File: config.mk
export PLATFORM = sky130hd
export DESIGN_NAME = external_bus_cycle_control
export DESIGN_NICKNAME = d
export VERILOG_FILES = /design/src/common/ebc_pkg.sv /design/src/pin_sync.sv /design/src/external_bus_cycle_control.sv
export SDC_FILE = /design/constraint.sdc
export NUM_CORES = 1
export LEC_CHECK = 0
export ABC_AREA = 1
export BUFFER_PORTS_ARGS = -buffer_cell sky130_fd_sc_hd__buf_2
export CORE_ASPECT_RATIO = 1.25
export CORE_MARGIN = 2
export CORE_UTILIZATION = 57
export DETAILED_ROUTE_END_ITERATION = 16
export PLACE_DENSITY = 0.88
export SETUP_SLACK_MARGIN = 0.3
export SLEW_MARGIN = 0
export SYNTH_ARGS = -nofsm -noshare
export SYNTH_HDL_FRONTEND = slang
export SYNTH_SLANG_ARGS = --single-unit
File: constraint.sdc
create_clock -name ref_clk -period 3.6 [get_ports ref_clk]
set_clock_uncertainty 0.2 [all_clocks]
set_input_delay 0.36 -clock ref_clk [delete_from_list [all_inputs] [get_ports ref_clk]]
set_output_delay 0.36 -clock ref_clk [all_outputs]
set_load 0.005 [all_outputs]
File: src/common/ebc_pkg.sv
package ebc_pkg;

  // register byte offsets
  localparam logic [7:0] OFF_TIMING0 = 8'h00;
  localparam logic [7:0] OFF_TIMING1 = 8'h04;
  localparam logic [7:0] OFF_ADDR    = 8'h08;
  localparam logic [7:0] OFF_WDATA   = 8'h0C;
  localparam logic [7:0] OFF_CTRL    = 8'h10;
  localparam logic [7:0] OFF_STATUS  = 8'h14;
  localparam logic [7:0] OFF_RDATA   = 8'h18;

  // chip_select_timing_config fields
  localparam int TF_SETUP     = 0;
  localparam int TF_WINEXT_LO = 1;
  localparam int TF_CMD_LO    = 3;
  localparam int TF_DSET      = 5;
  localparam int TF_ACC_LO    = 6;
  localparam int TF_HOLD_LO   = 11;
  localparam int TF_RDY_EN    = 13;
  localparam int TF_RDY_POL   = 14;
  localparam int TF_RDY_ASYNC = 15;

  // control and status bits
  localparam int CB_START = 0;
  localparam int CB_WRITE = 1;
  localparam int CB_WIN   = 2;
  localparam int SB_BUSY  = 0;
  localparam int SB_HACK  = 1;
  localparam int SB_DONE  = 2;

  // reset values
  localparam logic [15:0] TIMING_RESET = 16'h0000;
  localparam logic [15:0] ADDR_RESET   = 16'h0000;
  localparam logic [15:0] WDATA_RESET  = 16'h0000;

  // bus answers
  localparam logic [1:0] RESP_OKAY   = 2'h0;
  localparam logic [1:0] RESP_SLVERR = 2'h2;

  typedef enum logic [8:0] {
    ST_IDLE     = 9'h001,
    ST_SETUP    = 9'h002,
    ST_CMD      = 9'h004,
    ST_DSET     = 9'h008,
    ST_ACCESS   = 9'h010,
    ST_FHOLD    = 9'h020,
    ST_RELDRV   = 9'h040,
    ST_RELEASED = 9'h080,
    ST_REGAIN   = 9'h100
  } bus_state_t;

endpackage : ebc_pkg

File: src/pin_sync.sv
`timescale 1ns/100ps
`default_nettype none
module pin_sync #(
  parameter int                WIDTH       = 1,
  parameter logic [WIDTH-1:0]  RESET_VALUE = '0
) (
  input  wire logic             ref_clk,
  input  wire logic             reset,
  input  wire logic [WIDTH-1:0] pin_in,
  output logic      [WIDTH-1:0] sync_out
);

  logic [WIDTH-1:0] meta_reg;

  // first stage feeds the second only
  always_ff @(posedge ref_clk) begin
    if (reset) begin
      meta_reg <= RESET_VALUE;
      sync_out <= RESET_VALUE;
    end else begin
      meta_reg <= pin_in;
      sync_out <= meta_reg;
    end
  end

endmodule : pin_sync
`default_nettype wire

File: src/external_bus_cycle_control.sv
// Behaviour
// every external cycle runs setup, command delay, data setup, access, hold in order.
// phase lengths come from the per-window timing configuration register.
// address setup lasts one or two periods, plus zero to three on window change.
// command 0-3, data setup 0-1, access 1-32, hold 0-3 periods.
// with ready enabled the external module stretches the access phase.
// ready input polarity is selectable, active high or active low.
// synchronous ready gives the shortest cycle, no extra stage added.
// asynchronous ready passes an extra stage and adds one waitstate minimum.
// external asynchronous ready stays active one reference period plus setup.
// external side may drop ready after the strobe rises.
// external side deasserts ready before the next cycle's first sample point.
// inactive sample adds a waitstate, active sample ends the cycle.
// read data latched on the edge that raises the read strobe.
// external side may release read data once the read strobe rose.
// a hold request is granted only after the running cycle ends.
// on release strobes are driven inactive, then floated, latch enable low.
// bus regain starts only when the hold request goes inactive.
// hold may end without own bus request; bus is regained normally.
// on regain strobes are driven inactive before the next own cycle.
// hold sampled on the reference clock; no cycle while acknowledge is active.
//
// Added by the designer: the placing of the registers and the AXI4-Lite interface to the registers.
`timescale 1ns/100ps
`default_nettype none
module external_bus_cycle_control (
  input  wire logic        ref_clk,
  input  wire logic        reset,
  input  wire logic [7:0]  s_axi_awaddr,
  input  wire logic        s_axi_awvalid,
  output logic             s_axi_awready,
  input  wire logic [31:0] s_axi_wdata,
  input  wire logic [3:0]  s_axi_wstrb,
  input  wire logic        s_axi_wvalid,
  output logic             s_axi_wready,
  output logic [1:0]       s_axi_bresp,
  output logic             s_axi_bvalid,
  input  wire logic        s_axi_bready,
  input  wire logic [7:0]  s_axi_araddr,
  input  wire logic        s_axi_arvalid,
  output logic             s_axi_arready,
  output logic [31:0]      s_axi_rdata,
  output logic [1:0]       s_axi_rresp,
  output logic             s_axi_rvalid,
  input  wire logic        s_axi_rready,
  output logic [15:0]      addr_out,
  output logic [15:0]      data_out,
  output logic             data_oe,
  input  wire logic [15:0] data_in,
  output logic             read_strobe_n,
  output logic             write_strobe_n,
  output logic             addr_latch_enable,
  output logic             high_byte_enable_n,
  output logic             control_oe,
  input  wire logic        bus_ready_in,
  input  wire logic        hold_request_n,
  output logic             hold_acknowledge_out,
  output logic             own_bus_request_out,
  output logic             bus_reference_clock_out
);

  ebc_pkg::bus_state_t state_reg, state_next;
  logic [4:0]  cnt_reg, cnt_next;
  logic        first_wait_reg, first_wait_next;
  logic [15:0] timing_reg [2];
  logic [15:0] cfg_cur_reg;
  logic [15:0] addr_cfg_reg, wdata_cfg_reg, bus_rdata_reg;
  logic        cmd_write_reg, cmd_win_reg, last_win_reg;
  logic        start_pending_reg, done_reg, hold_req_reg;
  logic        aw_held_reg, w_held_reg;
  logic [7:0]  awaddr_reg;
  logic [31:0] wdata_reg;
  logic [3:0]  wstrb_reg;
  logic        rdy_s, rdy_async_reg, hold_n_s;
  logic [15:0] data_s;
  logic        wr_fire, win_change, rdy_active, leave, cycle_done, in_cycle;
  logic [15:0] cfg_sel;
  logic [31:0] wmerge, rd_word;
  logic        rd_ok;

  pin_sync #(.WIDTH(1), .RESET_VALUE(1'b0)) u_rdy_sync (
    .ref_clk(ref_clk), .reset(reset), .pin_in(bus_ready_in), .sync_out(rdy_s));
  pin_sync #(.WIDTH(1), .RESET_VALUE(1'b1)) u_hold_sync (
    .ref_clk(ref_clk), .reset(reset), .pin_in(hold_request_n), .sync_out(hold_n_s));
  pin_sync #(.WIDTH(16), .RESET_VALUE(16'h0000)) u_data_sync (
    .ref_clk(ref_clk), .reset(reset), .pin_in(data_in), .sync_out(data_s));

  function automatic logic [31:0] apply_strb(input logic [31:0] old, input logic [31:0] nw,
                                             input logic [3:0] strb);
    logic [31:0] r;
    r = old;
    for (int i = 0; i < 4; i++) begin
      if (strb[i]) begin
        r[i*8 +: 8] = nw[i*8 +: 8];
      end
    end
    return r;
  endfunction : apply_strb

  // next phase, skipping phases programmed to zero length
  function automatic ebc_pkg::bus_state_t advance(input ebc_pkg::bus_state_t from, input logic [15:0] cfg);
    ebc_pkg::bus_state_t n;
    n = ebc_pkg::ST_IDLE;
    if (from == ebc_pkg::ST_SETUP && cfg[ebc_pkg::TF_CMD_LO +: 2] != 2'h0) begin
      n = ebc_pkg::ST_CMD;
    end else if ((from == ebc_pkg::ST_SETUP || from == ebc_pkg::ST_CMD) && cfg[ebc_pkg::TF_DSET]) begin
      n = ebc_pkg::ST_DSET;
    end else if (from == ebc_pkg::ST_SETUP || from == ebc_pkg::ST_CMD || from == ebc_pkg::ST_DSET) begin
      n = ebc_pkg::ST_ACCESS;
    end else if (from == ebc_pkg::ST_ACCESS && cfg[ebc_pkg::TF_HOLD_LO +: 2] != 2'h0) begin
      n = ebc_pkg::ST_FHOLD;
    end
    return n;
  endfunction : advance

  // phase length minus one, in cpu_clock_period units
  function automatic logic [4:0] phase_len(input ebc_pkg::bus_state_t st, input logic [15:0] cfg,
                                           input logic chg);
    logic [4:0] l;
    l = 5'h00;
    if (st == ebc_pkg::ST_SETUP) begin
      l = {4'h0, cfg[ebc_pkg::TF_SETUP]} + (chg ? {3'h0, cfg[ebc_pkg::TF_WINEXT_LO +: 2]} : 5'h00);
    end else if (st == ebc_pkg::ST_CMD) begin
      l = {3'h0, cfg[ebc_pkg::TF_CMD_LO +: 2]} - 5'h01;
    end else if (st == ebc_pkg::ST_ACCESS) begin
      l = cfg[ebc_pkg::TF_ACC_LO +: 5];
    end else if (st == ebc_pkg::ST_FHOLD) begin
      l = {3'h0, cfg[ebc_pkg::TF_HOLD_LO +: 2]} - 5'h01;
    end
    return l;
  endfunction : phase_len

  assign cfg_sel    = timing_reg[cmd_win_reg];
  assign win_change = cmd_win_reg != last_win_reg;
  // async adds a third stage; sync pays only the metastability pair
  assign rdy_active = (cfg_cur_reg[ebc_pkg::TF_RDY_ASYNC] ? rdy_async_reg : rdy_s)
                      == cfg_cur_reg[ebc_pkg::TF_RDY_POL];
  assign in_cycle   = !(state_reg inside {ebc_pkg::ST_IDLE, ebc_pkg::ST_RELDRV,
                                          ebc_pkg::ST_RELEASED, ebc_pkg::ST_REGAIN});
  assign cycle_done = in_cycle && state_next == ebc_pkg::ST_IDLE;

  always_ff @(posedge ref_clk) begin
    if (reset) begin
      rdy_async_reg <= 1'b0;
    end else begin
      rdy_async_reg <= rdy_s;
    end
  end

  always_comb begin
    state_next      = state_reg;
    cnt_next        = cnt_reg;
    first_wait_next = first_wait_reg;
    leave           = 1'b0;
    unique case (state_reg)
      ebc_pkg::ST_IDLE: begin
        if (hold_req_reg) begin
          state_next = ebc_pkg::ST_RELDRV;
        end else if (start_pending_reg) begin
          state_next = ebc_pkg::ST_SETUP;
          cnt_next   = phase_len(ebc_pkg::ST_SETUP, cfg_sel, win_change);
        end
      end
      ebc_pkg::ST_SETUP, ebc_pkg::ST_CMD, ebc_pkg::ST_DSET: begin
        if (cnt_reg == 5'h00) begin
          state_next      = advance(state_reg, cfg_cur_reg);
          cnt_next        = phase_len(state_next, cfg_cur_reg, 1'b0);
          first_wait_next = 1'b1;
        end else begin
          cnt_next = cnt_reg - 5'h01;
        end
      end
      ebc_pkg::ST_ACCESS: begin
        if (cnt_reg != 5'h00) begin
          cnt_next = cnt_reg - 5'h01;
        end else if (!cfg_cur_reg[ebc_pkg::TF_RDY_EN]) begin
          leave = 1'b1;
        end else if (cfg_cur_reg[ebc_pkg::TF_RDY_ASYNC] && first_wait_reg) begin
          first_wait_next = 1'b0;
        end else if (rdy_active) begin
          leave = 1'b1;
        end
        if (leave) begin
          state_next = advance(ebc_pkg::ST_ACCESS, cfg_cur_reg);
          cnt_next   = phase_len(state_next, cfg_cur_reg, 1'b0);
        end
      end
      ebc_pkg::ST_FHOLD: begin
        if (cnt_reg == 5'h00) begin
          state_next = ebc_pkg::ST_IDLE;
        end else begin
          cnt_next = cnt_reg - 5'h01;
        end
      end
      ebc_pkg::ST_RELDRV: begin
        state_next = ebc_pkg::ST_RELEASED;
      end
      ebc_pkg::ST_RELEASED: begin
        if (!hold_req_reg) begin
          state_next = ebc_pkg::ST_REGAIN;
        end
      end
      ebc_pkg::ST_REGAIN: begin
        state_next = ebc_pkg::ST_IDLE;
      end
    endcase
  end

  always_ff @(posedge ref_clk) begin
    if (reset) begin
      state_reg      <= ebc_pkg::ST_IDLE;
      cnt_reg        <= 5'h00;
      first_wait_reg <= 1'b0;
    end else begin
      state_reg      <= state_next;
      cnt_reg        <= cnt_next;
      first_wait_reg <= first_wait_next;
    end
  end

  // reference clock toggles each period; hold is taken just before its rising edge
  always_ff @(posedge ref_clk) begin
    if (reset) begin
      bus_reference_clock_out <= 1'b0;
      hold_req_reg            <= 1'b0;
    end else begin
      bus_reference_clock_out <= !bus_reference_clock_out;
      if (!bus_reference_clock_out) begin
        hold_req_reg <= !hold_n_s;
      end
    end
  end

  always_ff @(posedge ref_clk) begin
    if (reset) begin
      cfg_cur_reg  <= ebc_pkg::TIMING_RESET;
      last_win_reg <= 1'b0;
    end else if (state_reg == ebc_pkg::ST_IDLE && state_next == ebc_pkg::ST_SETUP) begin
      cfg_cur_reg  <= cfg_sel;
      last_win_reg <= cmd_win_reg;
    end
  end

  always_ff @(posedge ref_clk) begin
    if (reset) begin
      addr_latch_enable    <= 1'b0;
      read_strobe_n        <= 1'b1;
      write_strobe_n       <= 1'b1;
      data_oe              <= 1'b0;
      control_oe           <= 1'b1;
      high_byte_enable_n   <= 1'b1;
      hold_acknowledge_out <= 1'b0;
      own_bus_request_out  <= 1'b0;
      addr_out             <= ebc_pkg::ADDR_RESET;
      data_out             <= ebc_pkg::WDATA_RESET;
    end else begin
      addr_latch_enable    <= state_next == ebc_pkg::ST_SETUP;
      read_strobe_n        <= !(state_next == ebc_pkg::ST_ACCESS && !cmd_write_reg);
      write_strobe_n       <= !(state_next == ebc_pkg::ST_ACCESS && cmd_write_reg);
      data_oe              <= cmd_write_reg && (state_next inside {ebc_pkg::ST_DSET, ebc_pkg::ST_ACCESS,
                                                                   ebc_pkg::ST_FHOLD});
      control_oe           <= state_next != ebc_pkg::ST_RELEASED;
      high_byte_enable_n   <= state_next inside {ebc_pkg::ST_IDLE, ebc_pkg::ST_RELDRV,
                                                 ebc_pkg::ST_RELEASED, ebc_pkg::ST_REGAIN};
      hold_acknowledge_out <= state_next == ebc_pkg::ST_RELEASED;
      own_bus_request_out  <= state_next == ebc_pkg::ST_RELEASED && start_pending_reg;
      if (state_reg == ebc_pkg::ST_IDLE && state_next == ebc_pkg::ST_SETUP) begin
        addr_out <= addr_cfg_reg;
        data_out <= wdata_cfg_reg;
      end
    end
  end

  // read data taken on the same edge that raises the read strobe
  always_ff @(posedge ref_clk) begin
    if (reset) begin
      bus_rdata_reg <= 16'h0000;
    end else if (state_reg == ebc_pkg::ST_ACCESS && state_next != ebc_pkg::ST_ACCESS && !cmd_write_reg) begin
      bus_rdata_reg <= data_s;
    end
  end

  // axi4-lite write path: address and data taken in either order
  assign wr_fire = aw_held_reg && w_held_reg && !s_axi_bvalid;

  always_ff @(posedge ref_clk) begin
    if (reset) begin
      aw_held_reg   <= 1'b0;
      w_held_reg    <= 1'b0;
      s_axi_awready <= 1'b0;
      s_axi_wready  <= 1'b0;
      s_axi_bvalid  <= 1'b0;
      s_axi_bresp   <= ebc_pkg::RESP_OKAY;
      awaddr_reg    <= 8'h00;
      wdata_reg     <= 32'h0000_0000;
      wstrb_reg     <= 4'h0;
    end else begin
      if (s_axi_awvalid && s_axi_awready) begin
        aw_held_reg   <= 1'b1;
        awaddr_reg    <= s_axi_awaddr;
        s_axi_awready <= 1'b0;
      end else if (!aw_held_reg && !s_axi_bvalid) begin
        s_axi_awready <= 1'b1;
      end
      if (s_axi_wvalid && s_axi_wready) begin
        w_held_reg   <= 1'b1;
        wdata_reg    <= s_axi_wdata;
        wstrb_reg    <= s_axi_wstrb;
        s_axi_wready <= 1'b0;
      end else if (!w_held_reg && !s_axi_bvalid) begin
        s_axi_wready <= 1'b1;
      end
      if (wr_fire) begin
        aw_held_reg  <= 1'b0;
        w_held_reg   <= 1'b0;
        s_axi_bvalid <= 1'b1;
        s_axi_bresp  <= (awaddr_reg inside {ebc_pkg::OFF_TIMING0, ebc_pkg::OFF_TIMING1, ebc_pkg::OFF_ADDR,
                         ebc_pkg::OFF_WDATA, ebc_pkg::OFF_CTRL}) ? ebc_pkg::RESP_OKAY : ebc_pkg::RESP_SLVERR;
      end else if (s_axi_bvalid && s_axi_bready) begin
        s_axi_bvalid <= 1'b0;
      end
    end
  end

  always_comb begin
    wmerge = 32'h0000_0000;
    unique case (awaddr_reg)
      ebc_pkg::OFF_TIMING0: wmerge = apply_strb({16'h0000, timing_reg[0]}, wdata_reg, wstrb_reg);
      ebc_pkg::OFF_TIMING1: wmerge = apply_strb({16'h0000, timing_reg[1]}, wdata_reg, wstrb_reg);
      ebc_pkg::OFF_ADDR:    wmerge = apply_strb({16'h0000, addr_cfg_reg}, wdata_reg, wstrb_reg);
      ebc_pkg::OFF_WDATA:   wmerge = apply_strb({16'h0000, wdata_cfg_reg}, wdata_reg, wstrb_reg);
      default:              wmerge = apply_strb(32'h0000_0000, wdata_reg, wstrb_reg);
    endcase
  end

  always_ff @(posedge ref_clk) begin
    if (reset) begin
      timing_reg[0] <= ebc_pkg::TIMING_RESET;
      timing_reg[1] <= ebc_pkg::TIMING_RESET;
      addr_cfg_reg  <= ebc_pkg::ADDR_RESET;
      wdata_cfg_reg <= ebc_pkg::WDATA_RESET;
    end else if (wr_fire) begin
      if (awaddr_reg == ebc_pkg::OFF_TIMING0) timing_reg[0] <= wmerge[15:0];
      if (awaddr_reg == ebc_pkg::OFF_TIMING1) timing_reg[1] <= wmerge[15:0];
      if (awaddr_reg == ebc_pkg::OFF_ADDR) addr_cfg_reg <= wmerge[15:0];
      if (awaddr_reg == ebc_pkg::OFF_WDATA) wdata_cfg_reg <= wmerge[15:0];
    end
  end

  // a start while one is pending is ignored; done set beats its clear
  always_ff @(posedge ref_clk) begin
    if (reset) begin
      start_pending_reg <= 1'b0;
      cmd_write_reg     <= 1'b0;
      cmd_win_reg       <= 1'b0;
      done_reg          <= 1'b0;
    end else begin
      if (wr_fire && awaddr_reg == ebc_pkg::OFF_CTRL && !start_pending_reg && !in_cycle) begin
        cmd_write_reg     <= wmerge[ebc_pkg::CB_WRITE];
        cmd_win_reg       <= wmerge[ebc_pkg::CB_WIN];
        start_pending_reg <= wmerge[ebc_pkg::CB_START];
      end else if (state_reg == ebc_pkg::ST_IDLE && state_next == ebc_pkg::ST_SETUP) begin
        start_pending_reg <= 1'b0;
      end
      if (cycle_done) begin
        done_reg <= 1'b1;
      end else if (wr_fire && awaddr_reg == ebc_pkg::OFF_CTRL && wmerge[ebc_pkg::CB_START]) begin
        done_reg <= 1'b0;
      end
    end
  end

  always_comb begin
    rd_ok   = 1'b1;
    rd_word = 32'h0000_0000;
    unique case (s_axi_araddr)
      ebc_pkg::OFF_TIMING0: rd_word = {16'h0000, timing_reg[0]};
      ebc_pkg::OFF_TIMING1: rd_word = {16'h0000, timing_reg[1]};
      ebc_pkg::OFF_ADDR:    rd_word = {16'h0000, addr_cfg_reg};
      ebc_pkg::OFF_WDATA:   rd_word = {16'h0000, wdata_cfg_reg};
      ebc_pkg::OFF_CTRL:    rd_word = {29'h0000_0000, cmd_win_reg, cmd_write_reg, start_pending_reg};
      ebc_pkg::OFF_STATUS:  rd_word = {29'h0000_0000, done_reg, hold_acknowledge_out,
                                       start_pending_reg | in_cycle};
      ebc_pkg::OFF_RDATA:   rd_word = {16'h0000, bus_rdata_reg};
      default:              rd_ok = 1'b0;
    endcase
  end

  always_ff @(posedge ref_clk) begin
    if (reset) begin
      s_axi_arready <= 1'b0;
      s_axi_rvalid  <= 1'b0;
      s_axi_rdata   <= 32'h0000_0000;
      s_axi_rresp   <= ebc_pkg::RESP_OKAY;
    end else if (s_axi_arvalid && s_axi_arready) begin
      s_axi_arready <= 1'b0;
      s_axi_rvalid  <= 1'b1;
      s_axi_rdata   <= rd_word;
      s_axi_rresp   <= rd_ok ? ebc_pkg::RESP_OKAY : ebc_pkg::RESP_SLVERR;
    end else if (s_axi_rvalid && s_axi_rready) begin
      s_axi_rvalid  <= 1'b0;
      s_axi_arready <= 1'b1;
    end else if (!s_axi_rvalid) begin
      s_axi_arready <= 1'b1;
    end
  end
endmodule : external_bus_cycle_control
`default_nettype wire

## Yosys cells after proc, flatten, opt, wreduce, memory -nomap -nowiden

Memory sizes are Yosys's and may differ from the RTL's. A register that Yosys moved wholly into a read port is not among the register bits.
Cells that the tools add are included.

- Input port bits: 77
- Memories: 1
- Register bits: 250
- RAM bits: 32

Memories:

| name | depth | width | read ports | clocked after Yosys merged registers in | write ports | line | text |
|---|---|---|---|---|---|---|---|
| timing_reg | 2 | 16 | 3 | 1 | 2 | external_bus_cycle_control.sv:65 | `logic [15:0] timing_reg [2];` |

- Bitwise logic cells: 3
- $add $sub $neg: 4
- Reduce and logical (&&, ||, !) cells: 63
- Multiplexer cells: 82
- Equal/unequal tests: 48

Operator list:

| operator | number |
|---|---|
| 16-bit case mux with 7 select lines | 1 |
| 9-bit two-way mux | 10 |
| 8-bit two-way mux | 10 |
| 5-bit two-way mux | 14 |
| 16-bit case mux with 4 select lines | 1 |
| 9-bit case mux with 7 select lines | 1 |
| 9-bit by 2-bit == test with 1-bit output, second input constant | 4 |
| 9-bit by 5-bit == test with 1-bit output, second input constant | 4 |
| 9-bit by 6-bit == test with 1-bit output, second input constant | 4 |
| 1-bit two-way mux | 33 |
| 8-bit by 4-bit == test with 1-bit output, second input constant | 4 |
| 8-bit by 5-bit == test with 1-bit output, second input constant | 4 |
| 16-bit two-way mux | 2 |
| 6-bit two-way mux | 5 |
| 9-bit by 3-bit == test with 1-bit output, second input constant | 3 |
| 1-bit logical AND | 25 |
| 5-bit case mux with 4 select lines | 1 |
| 9-bit by 1-bit == test with 1-bit output, second input constant | 2 |
| 9-bit by 4-bit == test with 1-bit output, second input constant | 2 |
| 9-bit by 7-bit == test with 1-bit output, second input constant | 2 |
| 9-bit by 8-bit == test with 1-bit output, second input constant | 2 |
| 9-bit == test, second input constant | 2 |
| 8-bit by 3-bit == test with 1-bit output, second input constant | 2 |
| 8-bit zero test | 2 |
| other kinds (25) | 60 |

## Logic depth before layout (Yosys ltp)

- Depth in word-level cells: 16
- Depth in mapped cells: 17
- Mapped depth without buffers: 17

## By module

A second synthesis with hierarchy kept.

- Cells, all modules: 1,439
- Area, all modules: 10,908.0 µm²

Modules (own cells, without submodules):

| module | times used | cells each | area an instance (µm²) |
|---|---|---|---|
| external_bus_cycle_control | 1 | 1,327 | 9,879.5 |
| pin_sync at u_data_sync | 1 | 99 | 914.6 |
| pin_sync at u_hold_sync | 1 | 7 | 58.8 |
| pin_sync at u_rdy_sync | 1 | 6 | 55.1 |

## Least setup slack after synthesis

No wires, ideal clock.

- Path type: register -> register
- Start: reg awaddr_reg[0]
- End: mem timing_reg[0][0] (enable)
- Setup time: 411 ps
- Setup slack: 893 ps
- Cell stages (with the launch flop): 7
- Required time: 2,989 ps
- Data arrival time: 2,096 ps
- Cell sequence: dfxtp_1 > nor2_2 > nand3_1 > inv_1 > nand2_2 > buf_2 > o21ai_0

RTL lines:

| item | line | text |
|---|---|---|
| from (decl) | external_bus_cycle_control.sv:71 | `logic [7:0] awaddr_reg;` |
| from (signal assigned) | external_bus_cycle_control.sv:300 | `awaddr_reg <= s_axi_awaddr;` |
| to (decl) | external_bus_cycle_control.sv:65 |  |

## Worst setup path in the final report

- Start: reg cnt_reg[0]
- End: reg bus_rdata_reg[10]

- Longest elaborated chain between the ends: 8
- Elaborated cells on any way between the ends: 11

Ends and longest elaborated chain:

| item | line | text |
|---|---|---|
| from (decl) | external_bus_cycle_control.sv:63 | `logic [4:0] cnt_reg, cnt_next;` |
| from (signal assigned) | external_bus_cycle_control.sv:216 | `cnt_reg <= cnt_next;` |
| 5-bit nonzero test | external_bus_cycle_control.sv:174 | `if (cnt_reg != 5'h00) begin` |
| 1-bit two-way mux | external_bus_cycle_control.sv:174 |  |
| 1-bit two-way mux | external_bus_cycle_control.sv:155 | `unique case (state_reg)` |
| 9-bit two-way mux | external_bus_cycle_control.sv:183 | `if (leave) begin` |
| 9-bit case mux with 7 select lines * | external_bus_cycle_control.sv:155 |  |
| 9-bit by 5-bit != test with 1-bit output * | external_bus_cycle_control.sv:278 | `end else if (state_reg == ebc_pkg::ST_ACCESS && state_next != ebc_pkg::ST_ACCESS && !cmd_write_reg) begin` |
| 1-bit logical AND * (2 in a row) | external_bus_cycle_control.sv:278 |  |
| to (signal assigned) | external_bus_cycle_control.sv:279 | `bus_rdata_reg <= data_s;` |
| to (decl) | external_bus_cycle_control.sv:67 | `logic [15:0] addr_cfg_reg, wdata_cfg_reg, bus_rdata_reg;` |

Mark *: on every way between the ends. The rest lies on a longest branch, timed or not. The select of a mux whose other input is x is not followed.
A chain may end at the register's enable or synchronous reset.

==> flow_summary.json <==
{
  "most-common-layout-cells": "inv_1 (220), dfxtp_1 (212), nand2_1 (183)",
  "wire_per_inst_um": 16.95,
  "finalSetupViolations": 0,
  "fin_cells": 1804,
  "synth-async-reset-ratio_pct": 0,
  "critical_path.startpoint": "cnt_reg[0]",
  "post_synth_edffs": 32,
  "area.growth.synth_to_final_pct": 18.12,
  "drt_iter0_drc": 1079,
  "first_global_vias": 9587,
  "antenna_cells_inserted": 0,
  "dpl_cell_area_mm2": 0.01137,
  "min_path_type": "input pin to flip-flop",
  "finalHoldViolations": 0,
  "hold_path_startpoint": "reset",
  "synth_sequential_area_ratio_pct": 48.55,
  "outcome": "completed",
  "synth.distinct_cells": 47,
  "layout_worst_path_cycle_share_pct": 74.50,
  "cts-buffers-inserted": 24,
  "detailroute.wirelength.met2_um": 15150,
  "detailed_place_hpwl_um": 20820,
  "mappedNetlistArea_mm2": 0.01072,
  "cts_max_level": 1,
  "postSynthAreaPerCell_um2": 7.588,
  "largest_reg_flops": 32,
  "post-route-drc-count": 0,
  "ctsHoldBuffers": 47,
  "cpPeakStageDelay_ns": 0.41,
  "post-cts-setup-buffer-count": 0,
  "worst_pin_slew_ns": 1.009,
  "final_max_slew_viol_count": 0,
  "setup_repair_after_global_routing_missed_its_margin": "false",
  "floorplan.rows": 56,
  "worst_path_most_repeated_cell": "nand3_1",
  "floorplan.io_pins": 159,
  "max_clock_freq_mhz": 372.8,
  "drive_above_1_share_pct": 14.06,
  "portBuffers": 122,
  "design.die.area_mm2": 0.01993,
  "die-height_um": 157.3,
  "worst_setup_end_kind": "flip-flop",
  "antenna_left": 0,
  "grt_antenna_before_repair": 0,
  "primary_ff_master_synth": "dfxtp_1",
  "yosys_warning_total": 0,
  "crit_arrival_ns": 2.87,
  "timing_worst_setup_path_type": "flip-flop to flip-flop",
  "leakage_nw": 5.668,
  "detail_route.vias_per_cell": 5.640,
  "clock-sinks": 244,
  "detailroute.via_count": 10180,
  "cp_slowest_cell": "nand3_2",
  "grt_max_degree": 93,
  "slew-limit-headroom_pct": 32.76,
  "multi_input_comb_area_mm2": 0.004322,
  "place.detailed.instances": 1713,
  "clock_tree_from_tritoncts": "done",
  "postSynthCellCount": 1413,
  "post-route-util_pct": 67.95,
  "gpl.final_weighted_congestion": 0.9773,
  "period_minus_slack_ns": 2.682,
  "post-route-cell-area_mm2": 0.01266,
  "total_of_fill_cells_in_the_finished_design": 1494,
  "cp_cell_sequence": "inv_1 > ha_1 > nand3_1 > nor2_1 > nand3_1 > nand2_1 > o21ai_2 > inv_2 > nand3_2 > o21ai_0 > a21oi_1",
  "grt-ovfl-total": 0,
  "power.density_cell_area_mw_per_mm2": 458.5,
  "setup_tns_ns": 0,
  "clock_tree.buffer_depth": 3,
  "clock_latency_ns": 0.52,
  "drt-met1-wl_um": 11290,
  "max-cap-violations": 0,
  "globalRouteTotalUtil_pct": 29.70,
  "register_area_mm2": 0.005205,
  "cp.required_ns": 3.79,
  "clkSlewWorstSetupHoldPaths_ns": 0.06,
  "route.top_layer_used": "met4",
  "postSynthRegisterBits": 244,
  "global_route_wire_length_before_repair_um": 47280,
  "timing.rr.start": "cnt_reg[0]",
  "worstPathMaxFanout": 32,
  "core_region_area_mm2": 0.01864,
  "floorplan.initialDensity_pct": 57.53,
  "drt_pass1_iterations": 7,
  "clockRootBuffer": "clkbuf_16",
  "die-width_um": 126.7,
  "peak_vdd_ir_uv": 316.6,
  "ctsResizeCount": 0,
  "metal3_wl_um": 2258,
  "layout_commonest_cell": "inv_1",
  "setup.worst_path.start_class": "flip-flop",
  "detail_route.wirelength_um": 30570,
  "finish.net_count": 1639
}
worst paths after layout:
| check | to | slack, ns | depth (start not counted) |
|---|---|---|---|
| worst max register to register | bus_rdata_reg[10] | 0.92 | 11 |
| worst min-delay path | s_axi_bresp[1] | 0.03 | 4 |
| worst min register to register | u_data_sync.sync_out[8] | 0.19 | 2 |
| worst max-delay path | bus_rdata_reg[10] | 0.92 | 11 |
layout make-up:
| cell class | instances | share of cell area (%) |
|---|---|---|
| clock buffer | 36 | 5.898 |
| sequential | 244 | 41.10 |
| timing repair buffer | 179 | 9.227 |
| tap | 232 | 2.292 |
| inverter | 229 | 6.787 |
| multi-input combinational | 876 | 34.12 |
| clock inverter | 8 | 0.5730 |
layer usage:
layer,GRT usage [%],up-vias
li1,-,4863
met1,34.00,4630
met2,53.90,567
met3,3.195,115
met4,17.01,0
met5,0,-
critical path: cells and delay by family (launching register included):
family	cells	cell delay, ns
simple gates	5	1.11
compound gates	3	0.58
buf+inv	2	0.19
flops	1	0.30
fa+ha+maj	1	0.19
report_power, final:
| group | total (mW) | leakage, nW | switching, mW | internal (mW) |
|---|---|---|---|---|
| sequential | 2.86 | 2.05 | 0.0413 | 2.82 |
| combinational | 0.391 | 3.20 | 0.251 | 0.140 |
| clock | 2.56 | 0.411 | 1.05 | 1.51 |
| total | 5.81 | 5.67 | 1.34 | 4.47 |
through the flow:
| stage | power, mW | hold slack [ns] | setup slack [ns] |
|---|---|---|---|
| 3_5_place_dp | 3.256 | 0.1969 | 0.9792 |
| 3_3_place_gp | 3.242 | 0.1937 | 1.049 |
| 5_1_grt | 5.956 | 0.04842 | 0.5620 |
| 4_1_cts | 5.784 | 0.006650 | 0.9277 |
| 6_report | 5.807 | 0.03323 | 0.9179 |
| 2_1_floorplan | 3.152 | 0.1883 | 0.8929 |
cells by family (layout without fill, tap and decap cells):
logic type	count (synthesis)	count (layout)	synth area share, %
AO/OA/AOI/OAI	379	379	19.14
multiplexers	1	1	0.09336
other	1	18	0.03498
AND/OR/NAND/NOR	467	467	19.27
buffers and inverters	310	452	11.74
XOR/XNOR	3	3	0.2451
flip-flops	244	244	48.55
adder cells (fa/ha/maj)	8	8	0.9336
Yosys cell counts (all sizes together) (3+ instances only):
master | instances | area share, %
nand3 | 51 | 2.6
dfxtp | 212 | 40
nand2 | 193 | 7.0
a211oi | 12 | 0.84
a21oi | 135 | 6.3
buf | 40 | 2.3
ha | 8 | 0.93
nor2 | 174 | 6.7
xor2 | 3 | 0.25
o22ai | 43 | 2.5
nor3 | 29 | 1.4
nand4 | 12 | 0.88
a22oi | 12 | 0.84
edfxtp | 32 | 9.0
o21ai | 165 | 7.8
o31ai | 4 | 0.28
inv | 227 | 7.9
clkbuf | 41 | 1.4
No activity file was read; power rests on OpenSTA's default activity.
